File: src/ssr_pkg.sv
// Shared constants and types for the spindle range switch sequencer.
// Assumes a single 100 MHz clock shared by both ends.
package ssr_pkg;
  // ----------------------------------------
  // Timing
  // ----------------------------------------
  localparam int CLK_MHZ          = 100;
  localparam int TIMEOUT_MS       = 1000;
  localparam int TIMEOUT_CYC      = TIMEOUT_MS * 1000 * CLK_MHZ;
  localparam int AUX_LAG_MS       = 50;
  localparam int AUX_LAG_CYC      = AUX_LAG_MS * 1000 * CLK_MHZ;
  localparam int CNT_W            = 27;
  // ----------------------------------------
  // Range encoding and reset values
  // ----------------------------------------
  localparam logic RANGE_HIGH     = 1'b0;
  localparam logic RANGE_LOW      = 1'b1;
  localparam logic RST_RANGE      = 1'b0;
  localparam int SPD_W            = 16;
  localparam logic [SPD_W-1:0] RST_DET_LEVEL = 16'h0000;
  localparam logic [SPD_W-1:0] RST_HYST      = 16'h0014;
  // ----------------------------------------
  // Register offsets (byte addresses)
  // ----------------------------------------
  localparam logic [7:0] OFS_CTRL   = 8'h00;
  localparam logic [7:0] OFS_STAT   = 8'h04;
  localparam logic [7:0] OFS_IRQ    = 8'h08;
  localparam logic [7:0] OFS_MASK   = 8'h0c;
  // Control bit positions
  localparam int CB_REQ   = 0;
  localparam int CB_DUAL  = 1;
  localparam int CB_MRDY  = 2;
  localparam int CB_ESTOP = 3;
  localparam int CB_RIGID = 4;
  // Interrupt bit positions
  localparam int IB_DONE  = 0;
  localparam int IB_ALARM = 1;
  localparam int IB_SEL   = 2;
  localparam int IRQ_W    = 3;
  // Device state machine
  typedef enum logic [2:0] {
    SSR_IDLE, SSR_OPEN, SSR_CLOSE, SSR_DONE, SSR_ALARM
  } ssr_state_t;
  // Host state machine
  typedef enum logic [2:0] {
    SSH_IDLE, SSH_OPEN, SSH_CLOSE, SSH_LAG, SSH_REPORT
  } ssr_host_state_t;
endpackage

File: src/ssr_if.sv
// Link between the drive-side sequencer and the machine sequence controller.
// Both ends share CLOCK and ARST_N; the bench joins them.
`timescale 1ns/100ps
interface ssr_if;
  logic range_request;
  logic power_line_select;
  logic range_switch_done;
  logic low_contactor_status;
  logic high_contactor_status;
  logic gear_select_1;
  logic gear_select_2;
  logic below_speed_flag;
  logic machine_ready_in;
  logic emergency_stop_n;
  logic contactor_timeout_alarm;
  logic motor_power_on;

  modport dev
  (
    input  range_request, low_contactor_status, high_contactor_status,
           gear_select_1, gear_select_2, machine_ready_in, emergency_stop_n,
    output power_line_select, range_switch_done, below_speed_flag,
           contactor_timeout_alarm, motor_power_on
  );
  modport msc
  (
    output range_request, low_contactor_status, high_contactor_status,
           gear_select_1, gear_select_2, machine_ready_in, emergency_stop_n,
    input  power_line_select, range_switch_done, below_speed_flag,
           contactor_timeout_alarm, motor_power_on
  );
endinterface

File: src/ssr_sync.sv
// Three-stage input synchroniser; output changes once stages two and three agree.
// Assumes the input is asynchronous to CLOCK.
`timescale 1ns/100ps
module ssr_sync
#(
  parameter int W = 1
)
(
  input  wire logic         CLOCK,
  input  wire logic         ARST_N,
  input  wire logic [W-1:0] d,
  output logic      [W-1:0] q
);
  logic [W-1:0] s1_ff;
  logic [W-1:0] s2_ff;
  logic [W-1:0] s3_ff;

  // Shift chain
  always_ff @(posedge CLOCK or negedge ARST_N)
  begin
    if (!ARST_N)
    begin
      s1_ff <= '0;
      s2_ff <= '0;
      s3_ff <= '0;
    end
    else
    begin
      s1_ff <= d;
      s2_ff <= s1_ff;
      s3_ff <= s2_ff;
    end
  end

  // Accept agreed bits only
  genvar i;
  generate
    for (i = 0; i < W; i++)
    begin : g_bit
      always_ff @(posedge CLOCK or negedge ARST_N)
      begin
        if (!ARST_N)
          q[i] <= 1'b0;
        else if (s2_ff[i] == s3_ff[i])
          q[i] <= s3_ff[i];
      end
    end
  endgenerate
endmodule

File: src/ssr_msc.sv
// Machine sequence controller end: takes range orders over AHB-Lite and
// drives the winding contactors, gear selects and status lines.
// Assumes a single-slave AHB-Lite bus on CLOCK; link inputs asynchronous.
`timescale 1ns/100ps
module ssr_msc
#(
  parameter int LAG_CYCLES = ssr_pkg::AUX_LAG_CYC
)
(
  input  wire logic        CLOCK,
  input  wire logic        ARST_N,
  ssr_if.msc               LINK,
  input  wire logic        HSEL,
  input  wire logic [31:0] HADDR,
  input  wire logic [1:0]  HTRANS,
  input  wire logic        HWRITE,
  input  wire logic [2:0]  HSIZE,
  input  wire logic [31:0] HWDATA,
  input  wire logic        HREADY,
  output logic      [31:0] HRDATA,
  output logic             HREADYOUT,
  output logic             HRESP,
  output logic             IRQ,
  output logic             LOW_CONTACTOR,
  output logic             HIGH_CONTACTOR
);
  import ssr_pkg::*;

  // ----------------------------------------
  // Link input synchronisation
  // ----------------------------------------
  logic [3:0] syn_in;
  logic       sel_s, done_s, alarm_s, below_s;

  ssr_sync #(.W(4)) u_sync
  (
    .CLOCK  (CLOCK),
    .ARST_N (ARST_N),
    .d      ({LINK.power_line_select, LINK.range_switch_done,
              LINK.contactor_timeout_alarm, LINK.below_speed_flag}),
    .q      (syn_in)
  );
  assign {sel_s, done_s, alarm_s, below_s} = syn_in;

  // ----------------------------------------
  // Bus slave
  // ----------------------------------------
  logic [4:0]       ctrl_ff;
  logic [IRQ_W-1:0] irq_ff, mask_ff;
  logic             wr_pend_ff;
  logic [7:0]       wr_addr_ff;
  logic [31:0]      rdata_ff;
  logic [IRQ_W-1:0] ev;
  logic             addr_ok;

  assign addr_ok = HSEL && HREADY && HTRANS[1];

  // Address phase capture and read data
  always_ff @(posedge CLOCK or negedge ARST_N)
  begin
    if (!ARST_N)
    begin
      wr_pend_ff <= 1'b0;
      wr_addr_ff <= 8'h00;
      rdata_ff   <= 32'h0000_0000;
    end
    else
    begin
      wr_pend_ff <= addr_ok && HWRITE;
      wr_addr_ff <= HADDR[7:0];
      if (addr_ok && !HWRITE)
      begin
        unique case (HADDR[7:0])
          OFS_CTRL: rdata_ff <= {27'h0, ctrl_ff};
          OFS_STAT: rdata_ff <= {28'h0, below_s, alarm_s, done_s, sel_s};
          OFS_IRQ:  rdata_ff <= {29'h0, irq_ff};
          OFS_MASK: rdata_ff <= {29'h0, mask_ff};
          default:  rdata_ff <= 32'h0000_0000;
        endcase
      end
    end
  end

  assign HRDATA    = rdata_ff;
  assign HREADYOUT = 1'b1;
  assign HRESP     = 1'b0;

  // Control and mask registers
  always_ff @(posedge CLOCK or negedge ARST_N)
  begin
    if (!ARST_N)
    begin
      ctrl_ff <= 5'h00;
      mask_ff <= 3'h0;
    end
    else if (wr_pend_ff)
    begin
      if (wr_addr_ff == OFS_CTRL)
        ctrl_ff <= HWDATA[4:0];
      if (wr_addr_ff == OFS_MASK)
        mask_ff <= HWDATA[IRQ_W-1:0];
    end
  end

  // ----------------------------------------
  // Contactor sequence
  // ----------------------------------------
  ssr_host_state_t  state_ff;
  logic             low_ff, high_ff;
  logic             low_st_ff, high_st_ff;
  logic             target_ff;
  logic [CNT_W-1:0] lag_ff;
  logic             sel_d_ff, done_d_ff, alarm_d_ff;
  logic             req_ff;

  // Break before make, then report status
  always_ff @(posedge CLOCK or negedge ARST_N)
  begin
    if (!ARST_N)
    begin
      state_ff   <= SSH_IDLE;
      low_ff     <= 1'b0;
      high_ff    <= 1'b1;
      low_st_ff  <= 1'b0;
      high_st_ff <= 1'b1;
      target_ff  <= RST_RANGE;
      lag_ff     <= '0;
    end
    else
    begin
      unique case (state_ff)
        SSH_IDLE:
          if (sel_s != target_ff)
          begin
            target_ff <= sel_s;
            state_ff  <= SSH_OPEN;
          end
        SSH_OPEN:
        begin
          low_ff     <= 1'b0;
          high_ff    <= 1'b0;
          high_st_ff <= 1'b0;
          if (ctrl_ff[CB_DUAL])
            low_st_ff <= 1'b0;
          lag_ff     <= '0;
          state_ff   <= SSH_LAG;
        end
        SSH_LAG:
        begin
          lag_ff <= lag_ff + 1'b1;
          if (lag_ff >= CNT_W'(LAG_CYCLES - 1))
          begin
            low_ff   <= (target_ff == RANGE_LOW);
            high_ff  <= (target_ff == RANGE_HIGH);
            lag_ff   <= '0;
            state_ff <= SSH_CLOSE;
          end
        end
        SSH_CLOSE:
        begin
          lag_ff <= lag_ff + 1'b1;
          if (lag_ff >= CNT_W'(LAG_CYCLES - 1))
            state_ff <= SSH_REPORT;
        end
        SSH_REPORT:
        begin
          low_st_ff  <= low_ff;
          high_st_ff <= high_ff;
          state_ff   <= SSH_IDLE;
        end
      endcase
    end
  end

  // Event edges for interrupts
  always_ff @(posedge CLOCK or negedge ARST_N)
  begin
    if (!ARST_N)
    begin
      sel_d_ff   <= 1'b0;
      done_d_ff  <= 1'b0;
      alarm_d_ff <= 1'b0;
    end
    else
    begin
      sel_d_ff   <= sel_s;
      done_d_ff  <= done_s;
      alarm_d_ff <= alarm_s;
    end
  end

  assign ev[IB_DONE]  = done_s != done_d_ff;
  assign ev[IB_ALARM] = alarm_s && !alarm_d_ff;
  assign ev[IB_SEL]   = sel_s != sel_d_ff;

  // Sticky status, write one clears, set wins
  always_ff @(posedge CLOCK or negedge ARST_N)
  begin
    if (!ARST_N)
      irq_ff <= 3'h0;
    else if (wr_pend_ff && wr_addr_ff == OFS_IRQ)
      irq_ff <= (irq_ff & ~HWDATA[IRQ_W-1:0]) | ev;
    else
      irq_ff <= irq_ff | ev;
  end

  assign IRQ = |(irq_ff & mask_ff);

  // Request frozen while rigid tapping is selected
  always_ff @(posedge CLOCK or negedge ARST_N)
  begin
    if (!ARST_N)
      req_ff <= RST_RANGE;
    else if (!ctrl_ff[CB_RIGID])
      req_ff <= ctrl_ff[CB_REQ];
  end

  // Link drive: request, gears held to match request, readiness
  assign LINK.range_request         = req_ff;
  assign LINK.gear_select_1         = req_ff;
  assign LINK.gear_select_2         = req_ff;
  assign LINK.machine_ready_in      = ctrl_ff[CB_MRDY];
  assign LINK.emergency_stop_n      = !ctrl_ff[CB_ESTOP];
  assign LINK.low_contactor_status  = low_st_ff;
  assign LINK.high_contactor_status = high_st_ff;
  assign LOW_CONTACTOR              = low_ff;
  assign HIGH_CONTACTOR             = high_ff;
endmodule

File: src/flat_wrapper.sv
// flat-port wrapper written by rule: the top's interface ports become plain ports
module ssr_msc_flat import ssr_pkg::*;
#(
  parameter int LAG_CYCLES = ssr_pkg::AUX_LAG_CYC
)
  (CLOCK, ARST_N, HSEL, HADDR, HTRANS, HWRITE, HSIZE, HWDATA, HREADY, HRDATA, HREADYOUT, HRESP, IRQ, LOW_CONTACTOR, HIGH_CONTACTOR, LINK_range_request, LINK_low_contactor_status, LINK_high_contactor_status, LINK_gear_select_1, LINK_gear_select_2, LINK_machine_ready_in, LINK_emergency_stop_n, LINK_power_line_select, LINK_range_switch_done, LINK_below_speed_flag, LINK_contactor_timeout_alarm, LINK_motor_power_on);
  ssr_if LINK_i ();
  input  wire logic CLOCK;
  input  wire logic ARST_N;
  input  wire logic HSEL;
  input  wire logic [31:0] HADDR;
  input  wire logic [1:0] HTRANS;
  input  wire logic HWRITE;
  input  wire logic [2:0] HSIZE;
  input  wire logic [31:0] HWDATA;
  input  wire logic HREADY;
  output logic      [31:0] HRDATA;
  output logic HREADYOUT;
  output logic HRESP;
  output logic IRQ;
  output logic LOW_CONTACTOR;
  output logic HIGH_CONTACTOR;
  output wire logic [$bits(LINK_i.range_request)-1:0] LINK_range_request;
  output wire logic [$bits(LINK_i.low_contactor_status)-1:0] LINK_low_contactor_status;
  output wire logic [$bits(LINK_i.high_contactor_status)-1:0] LINK_high_contactor_status;
  output wire logic [$bits(LINK_i.gear_select_1)-1:0] LINK_gear_select_1;
  output wire logic [$bits(LINK_i.gear_select_2)-1:0] LINK_gear_select_2;
  output wire logic [$bits(LINK_i.machine_ready_in)-1:0] LINK_machine_ready_in;
  output wire logic [$bits(LINK_i.emergency_stop_n)-1:0] LINK_emergency_stop_n;
  input wire logic [$bits(LINK_i.power_line_select)-1:0] LINK_power_line_select;
  input wire logic [$bits(LINK_i.range_switch_done)-1:0] LINK_range_switch_done;
  input wire logic [$bits(LINK_i.below_speed_flag)-1:0] LINK_below_speed_flag;
  input wire logic [$bits(LINK_i.contactor_timeout_alarm)-1:0] LINK_contactor_timeout_alarm;
  input wire logic [$bits(LINK_i.motor_power_on)-1:0] LINK_motor_power_on;
  assign LINK_range_request = LINK_i.range_request;
  assign LINK_low_contactor_status = LINK_i.low_contactor_status;
  assign LINK_high_contactor_status = LINK_i.high_contactor_status;
  assign LINK_gear_select_1 = LINK_i.gear_select_1;
  assign LINK_gear_select_2 = LINK_i.gear_select_2;
  assign LINK_machine_ready_in = LINK_i.machine_ready_in;
  assign LINK_emergency_stop_n = LINK_i.emergency_stop_n;
  assign LINK_i.power_line_select = LINK_power_line_select;
  assign LINK_i.range_switch_done = LINK_range_switch_done;
  assign LINK_i.below_speed_flag = LINK_below_speed_flag;
  assign LINK_i.contactor_timeout_alarm = LINK_contactor_timeout_alarm;
  assign LINK_i.motor_power_on = LINK_motor_power_on;
  ssr_msc #(.LAG_CYCLES(LAG_CYCLES)) u_core (.CLOCK(CLOCK), .ARST_N(ARST_N), .LINK(LINK_i), .HSEL(HSEL), .HADDR(HADDR), .HTRANS(HTRANS), .HWRITE(HWRITE), .HSIZE(HSIZE), .HWDATA(HWDATA), .HREADY(HREADY), .HRDATA(HRDATA), .HREADYOUT(HREADYOUT), .HRESP(HRESP), .IRQ(IRQ), .LOW_CONTACTOR(LOW_CONTACTOR), .HIGH_CONTACTOR(HIGH_CONTACTOR));
endmodule
File: config.mk
export PLATFORM = sky130hd
export DESIGN_NAME = ssr_msc_flat
export DESIGN_NICKNAME = d
export VERILOG_FILES = /design/src/ssr_pkg.sv /design/src/ssr_if.sv /design/src/ssr_sync.sv /design/src/ssr_msc.sv /design/src/flat_wrapper.sv
export SDC_FILE = /design/constraint.sdc
export NUM_CORES = 1
export LEC_CHECK = 0
export ABC_CLOCK_PERIOD_IN_PS = 2900
export BUFFER_PORTS_ARGS = -buffer_cell sky130_fd_sc_hd__buf_2
export CORE_MARGIN = 4
export CORE_UTILIZATION = 51
export CTS_CLUSTER_SIZE = 25
export DETAILED_ROUTE_END_ITERATION = 10
export PLACE_DENSITY_LB_ADDON = 0.2
export SLEW_MARGIN = 20
export SYNTH_ARGS = -nofsm -noshare
export SYNTH_HDL_FRONTEND = slang
export SYNTH_HIERARCHICAL = 1
export SYNTH_SLANG_ARGS = --single-unit
File: constraint.sdc
create_clock -name CLOCK -period 2.9 [get_ports CLOCK]
set_clock_uncertainty 0.2 [all_clocks]
set_input_delay 0.87 -clock CLOCK [delete_from_list [all_inputs] [get_ports CLOCK]]
set_output_delay 0.87 -clock CLOCK [all_outputs]
set_load 0.01 [all_outputs]
==> run metrics <==
global-route wire length before repair=12.93 mm; layout cells sized above 1=20.39%; count leader, synth=dfrtp_1; Syn. warnings=6; WP data required=2.92 ns; Mapped Avg Cell Area=10.29 um2; CP Cell Sequence=or4b_2 -> nor4_1 -> nand2_1 -> mux2_2; crit path kind=reg -> reg; Layout area overhead=8.593%; Mapped Area=3859 um2; TritonRoute pass-1 iters=5; Worst-Margin Slew=0.6158 ns; # H-tree levels=3; Post-synth EDFFs=0; Bufs and invs on worst path=0; CTS Buf Count=9; HP Class=reg -> reg; CTS tree=yes; met1 wire length=3.548 mm; number of storage elements in the synthesis netlist=80; GR Util All Layers=18.50%; met2 wire len=3.532 mm; max_cap viols=0; WL per Instance=14.87 um; Final ANT Viol Nets=0; # hold bufs at CTS=0; Nets=488; HPWL Detailed=5.305 mm; Static Leakage=1.897 nW; post-route setup slack=0.4012 ns; Top FF cell, synth=dfrtp_1; total grt overflow=0; vias in the first global route=2652; input/output buffers=37; CP max-delay cell=or4b_2; DR WL met3=393 um; crit-path max FO=5; largest net degree at the start of global routing=43; RePlAce Congestion=0.8069; CTS Buffer Depth=2; P per Cell Area=550.7 nW/um2; Post-CTS Resized=0; Place WS=0.2699 ns; # diodes=0; Max stage delay on crit path=0.66 ns; die width=94.99 um; Syn Inst Count=375; vias=2840; fraction of registers with async set/reset=100.0%; vias per std cell=5.558; CTS Sinks=80; FMAX=400.2 MHz; distinct cell type count of the synthesized netlist=55; initial DRC count=153; I/O Pins=123; ranking of synthesized cells by area=dfrtp_1, buf_4, nand2_1; period utilization=86.16%; status=complete, no violations; Die Y=94.99 um; RSZ-0062 raised after global routing=false; max-slew violations=0; die area=9022 um2; cell taking the most area after synthesis=dfrtp_1; final hold vios=0; minimum clock period=2.499 ns; Yosys top cell area share=50.58%; CORE AREA=7292 um2; initial core utilization=52.92%; Post-synth top cells=dfrtp_1, nand2_1, buf_4, a21oi_1, nand3_1; worst ir drop on vdd=0.4068 mV; Root Driver=clkbuf_8; DR DRC count=0; Clock Latency Late Sink=0.35 ns; CP delay by family, top=simple AND/OR/NAND/NOR gates; CP Launch Type=register; crit path capture type=register; post-route setup TNS=0 ns; final setup fails=0; Slew headroom=58.57%; Routed Wire Length=7.599 mm; CP arrival=2.52 ns; Row Count=31; initial antenna violation count=0; Seq/Total Area, Yosys=51.95%; Layout fillers=636; setup bufs post-CTS=0; top layer in use=met4; Worst-path clk slew=0.09 ns
[cell type report]
cell class                 count  area, um2  share of cell area (%)
sequential                    80       2004                   47.84
inverter                      21      78.83                   1.881
clock inverter                 5      41.29                  0.9854
clock buffer                  10      137.6                   3.285
timing repair buffer          43      257.7                   6.151
tap                           99      123.9                   2.956
multi-input combinational    253       1546                   36.91
[path summary, 6_finish.rpt]
check	start	to	slack, ns	cells past startpoint
min	u_core/u_sync/s1_ff[0]$_DFF_PN0_	u_core/u_sync/s2_ff[0]$_DFF_PN0_	0.15	0
min reg2reg	u_core/u_sync/s1_ff[0]$_DFF_PN0_	u_core/u_sync/s2_ff[0]$_DFF_PN0_	0.15	0
min in group asynchronous	ARST_N	u_core/wr_addr_ff[6]$_DFF_PN0_	0.29	1
max in group asynchronous	ARST_N	u_core/HRDATA[3]$_DFFE_PN0P_	1.62	2
max reg2reg	u_core/wr_addr_ff[4]$_DFF_PN0_	u_core/ctrl_ff[1]$_DFFE_PN0P_	0.40	4
max	u_core/wr_addr_ff[4]$_DFF_PN0_	u_core/ctrl_ff[1]$_DFFE_PN0P_	0.40	4
[cell usage in the layout, fill, tap and decap left out, types with 3 or more instances in the layout]
| cell | synthesis | layout |
|---|---|---|
| nor4_1 | 5 | 5 |
| a21o_1 | 3 | 3 |
| inv_1 | 21 | 21 |
| nor2_1 | 11 | 11 |
| a31oi_1 | 13 | 13 |
| a21oi_1 | 26 | 26 |
| and3_1 | 7 | 7 |
| a41oi_1 | 4 | 4 |
| mux4_2 | 3 | 3 |
| maj3_2 | 4 | 4 |
| nand2_1 | 37 | 37 |
| nand3_1 | 22 | 22 |
| buf_4 | 31 | 5 |
| buf_2 | 3 | 36 |
| nor3_1 | 5 | 5 |
| or3_1 | 7 | 7 |
| o311ai_1 | 3 | 3 |
| mux2_2 | 10 | 10 |
| conb_1 | 2 | 29 |
| clkbuf_8 | 0 | 10 |
| o21ai_1 | 9 | 9 |
| nand4_1 | 6 | 6 |
| dfrtp_1 | 78 | 78 |
| o21ai_0 | 12 | 12 |
[through the flow]
step	cells	area, um2	hold slack, ns	utilization, %	power [mW]
floorplan	402	3960	0.1312	-	1.508
global placement	496	4011	0.1369	55.01	1.558
detailed placement	496	4011	0.1347	55.01	1.571
CTS	511	4190	0.1550	57.46	2.325
global route	511	4190	0.1661	57.46	2.427
finish	511	4190	0.1531	57.46	2.308
[power by group]
part	internal, mW	switching (mW)	total [mW]
combinational	0.111	0.140	0.251
sequential	1.20	0.103	1.30
clock	0.336	0.417	0.752
total	1.65	0.660	2.31
[routing by layer]
| layer | global-route usage [%] | vias to the layer above |
|---|---|---|
| met2 | 27.83 | 88 |
| met5 | 0 | - |
| met1 | 26.49 | 1386 |
| met3 | 3.347 | 9 |
| met4 | 7.452 | 0 |
| li1 | - | 1357 |
[registers in the layout, summed over array words and instances, names as in the netlist]
register,count
u_core/HIGH_CONTACTOR,1
u_core/state_ff,3
u_core/u_sync/s3_ff,4
u_core/ctrl_ff,5
u_core/lag_ff,27
u_core/LOW_CONTACTOR,1
u_core/LINK.high_contactor_status,1
u_core/LINK.low_contactor_status,1
u_core/wr_addr_ff,8
u_core/u_sync/q,4
u_core/irq_ff,3
u_core/HRDATA,5
u_core/u_sync/s2_ff,4
u_core/u_sync/s1_ff,4
u_core/LINK.gear_select_1,1
u_core/mask_ff,3
u_core/target_ff,1
u_core/sel_d_ff,1
u_core/done_d_ff,1
u_core/wr_pend_ff,1
u_core/alarm_d_ff,1
[worst register-to-register path, cell delays in order (launching register included)]
cell and delay (ns):
dfrtp_1 0.37, or4b_2 0.66, nor4_1 0.49, nand2_1 0.32, mux2_2 0.35
[cell families (layout without fill, tap and decap cells)]
| family | Yosys count | in the layout | synth area share (%) |
|---|---|---|---|
| flip-flops | 80 | 80 | 51.95 |
| AO/OA/AOI/OAI | 86 | 86 | 14.01 |
| XOR/XNOR | 3 | 3 | 0.6811 |
| buffers and inverters | 69 | 79 | 10.60 |
| AND/OR/NAND/NOR | 116 | 116 | 16.15 |
| adder cells (fa/ha/maj) | 5 | 5 | 1.491 |
| other | 2 | 29 | 0.1946 |
| multiplexers | 14 | 14 | 4.929 |
(Power assumes the default switching activity.)
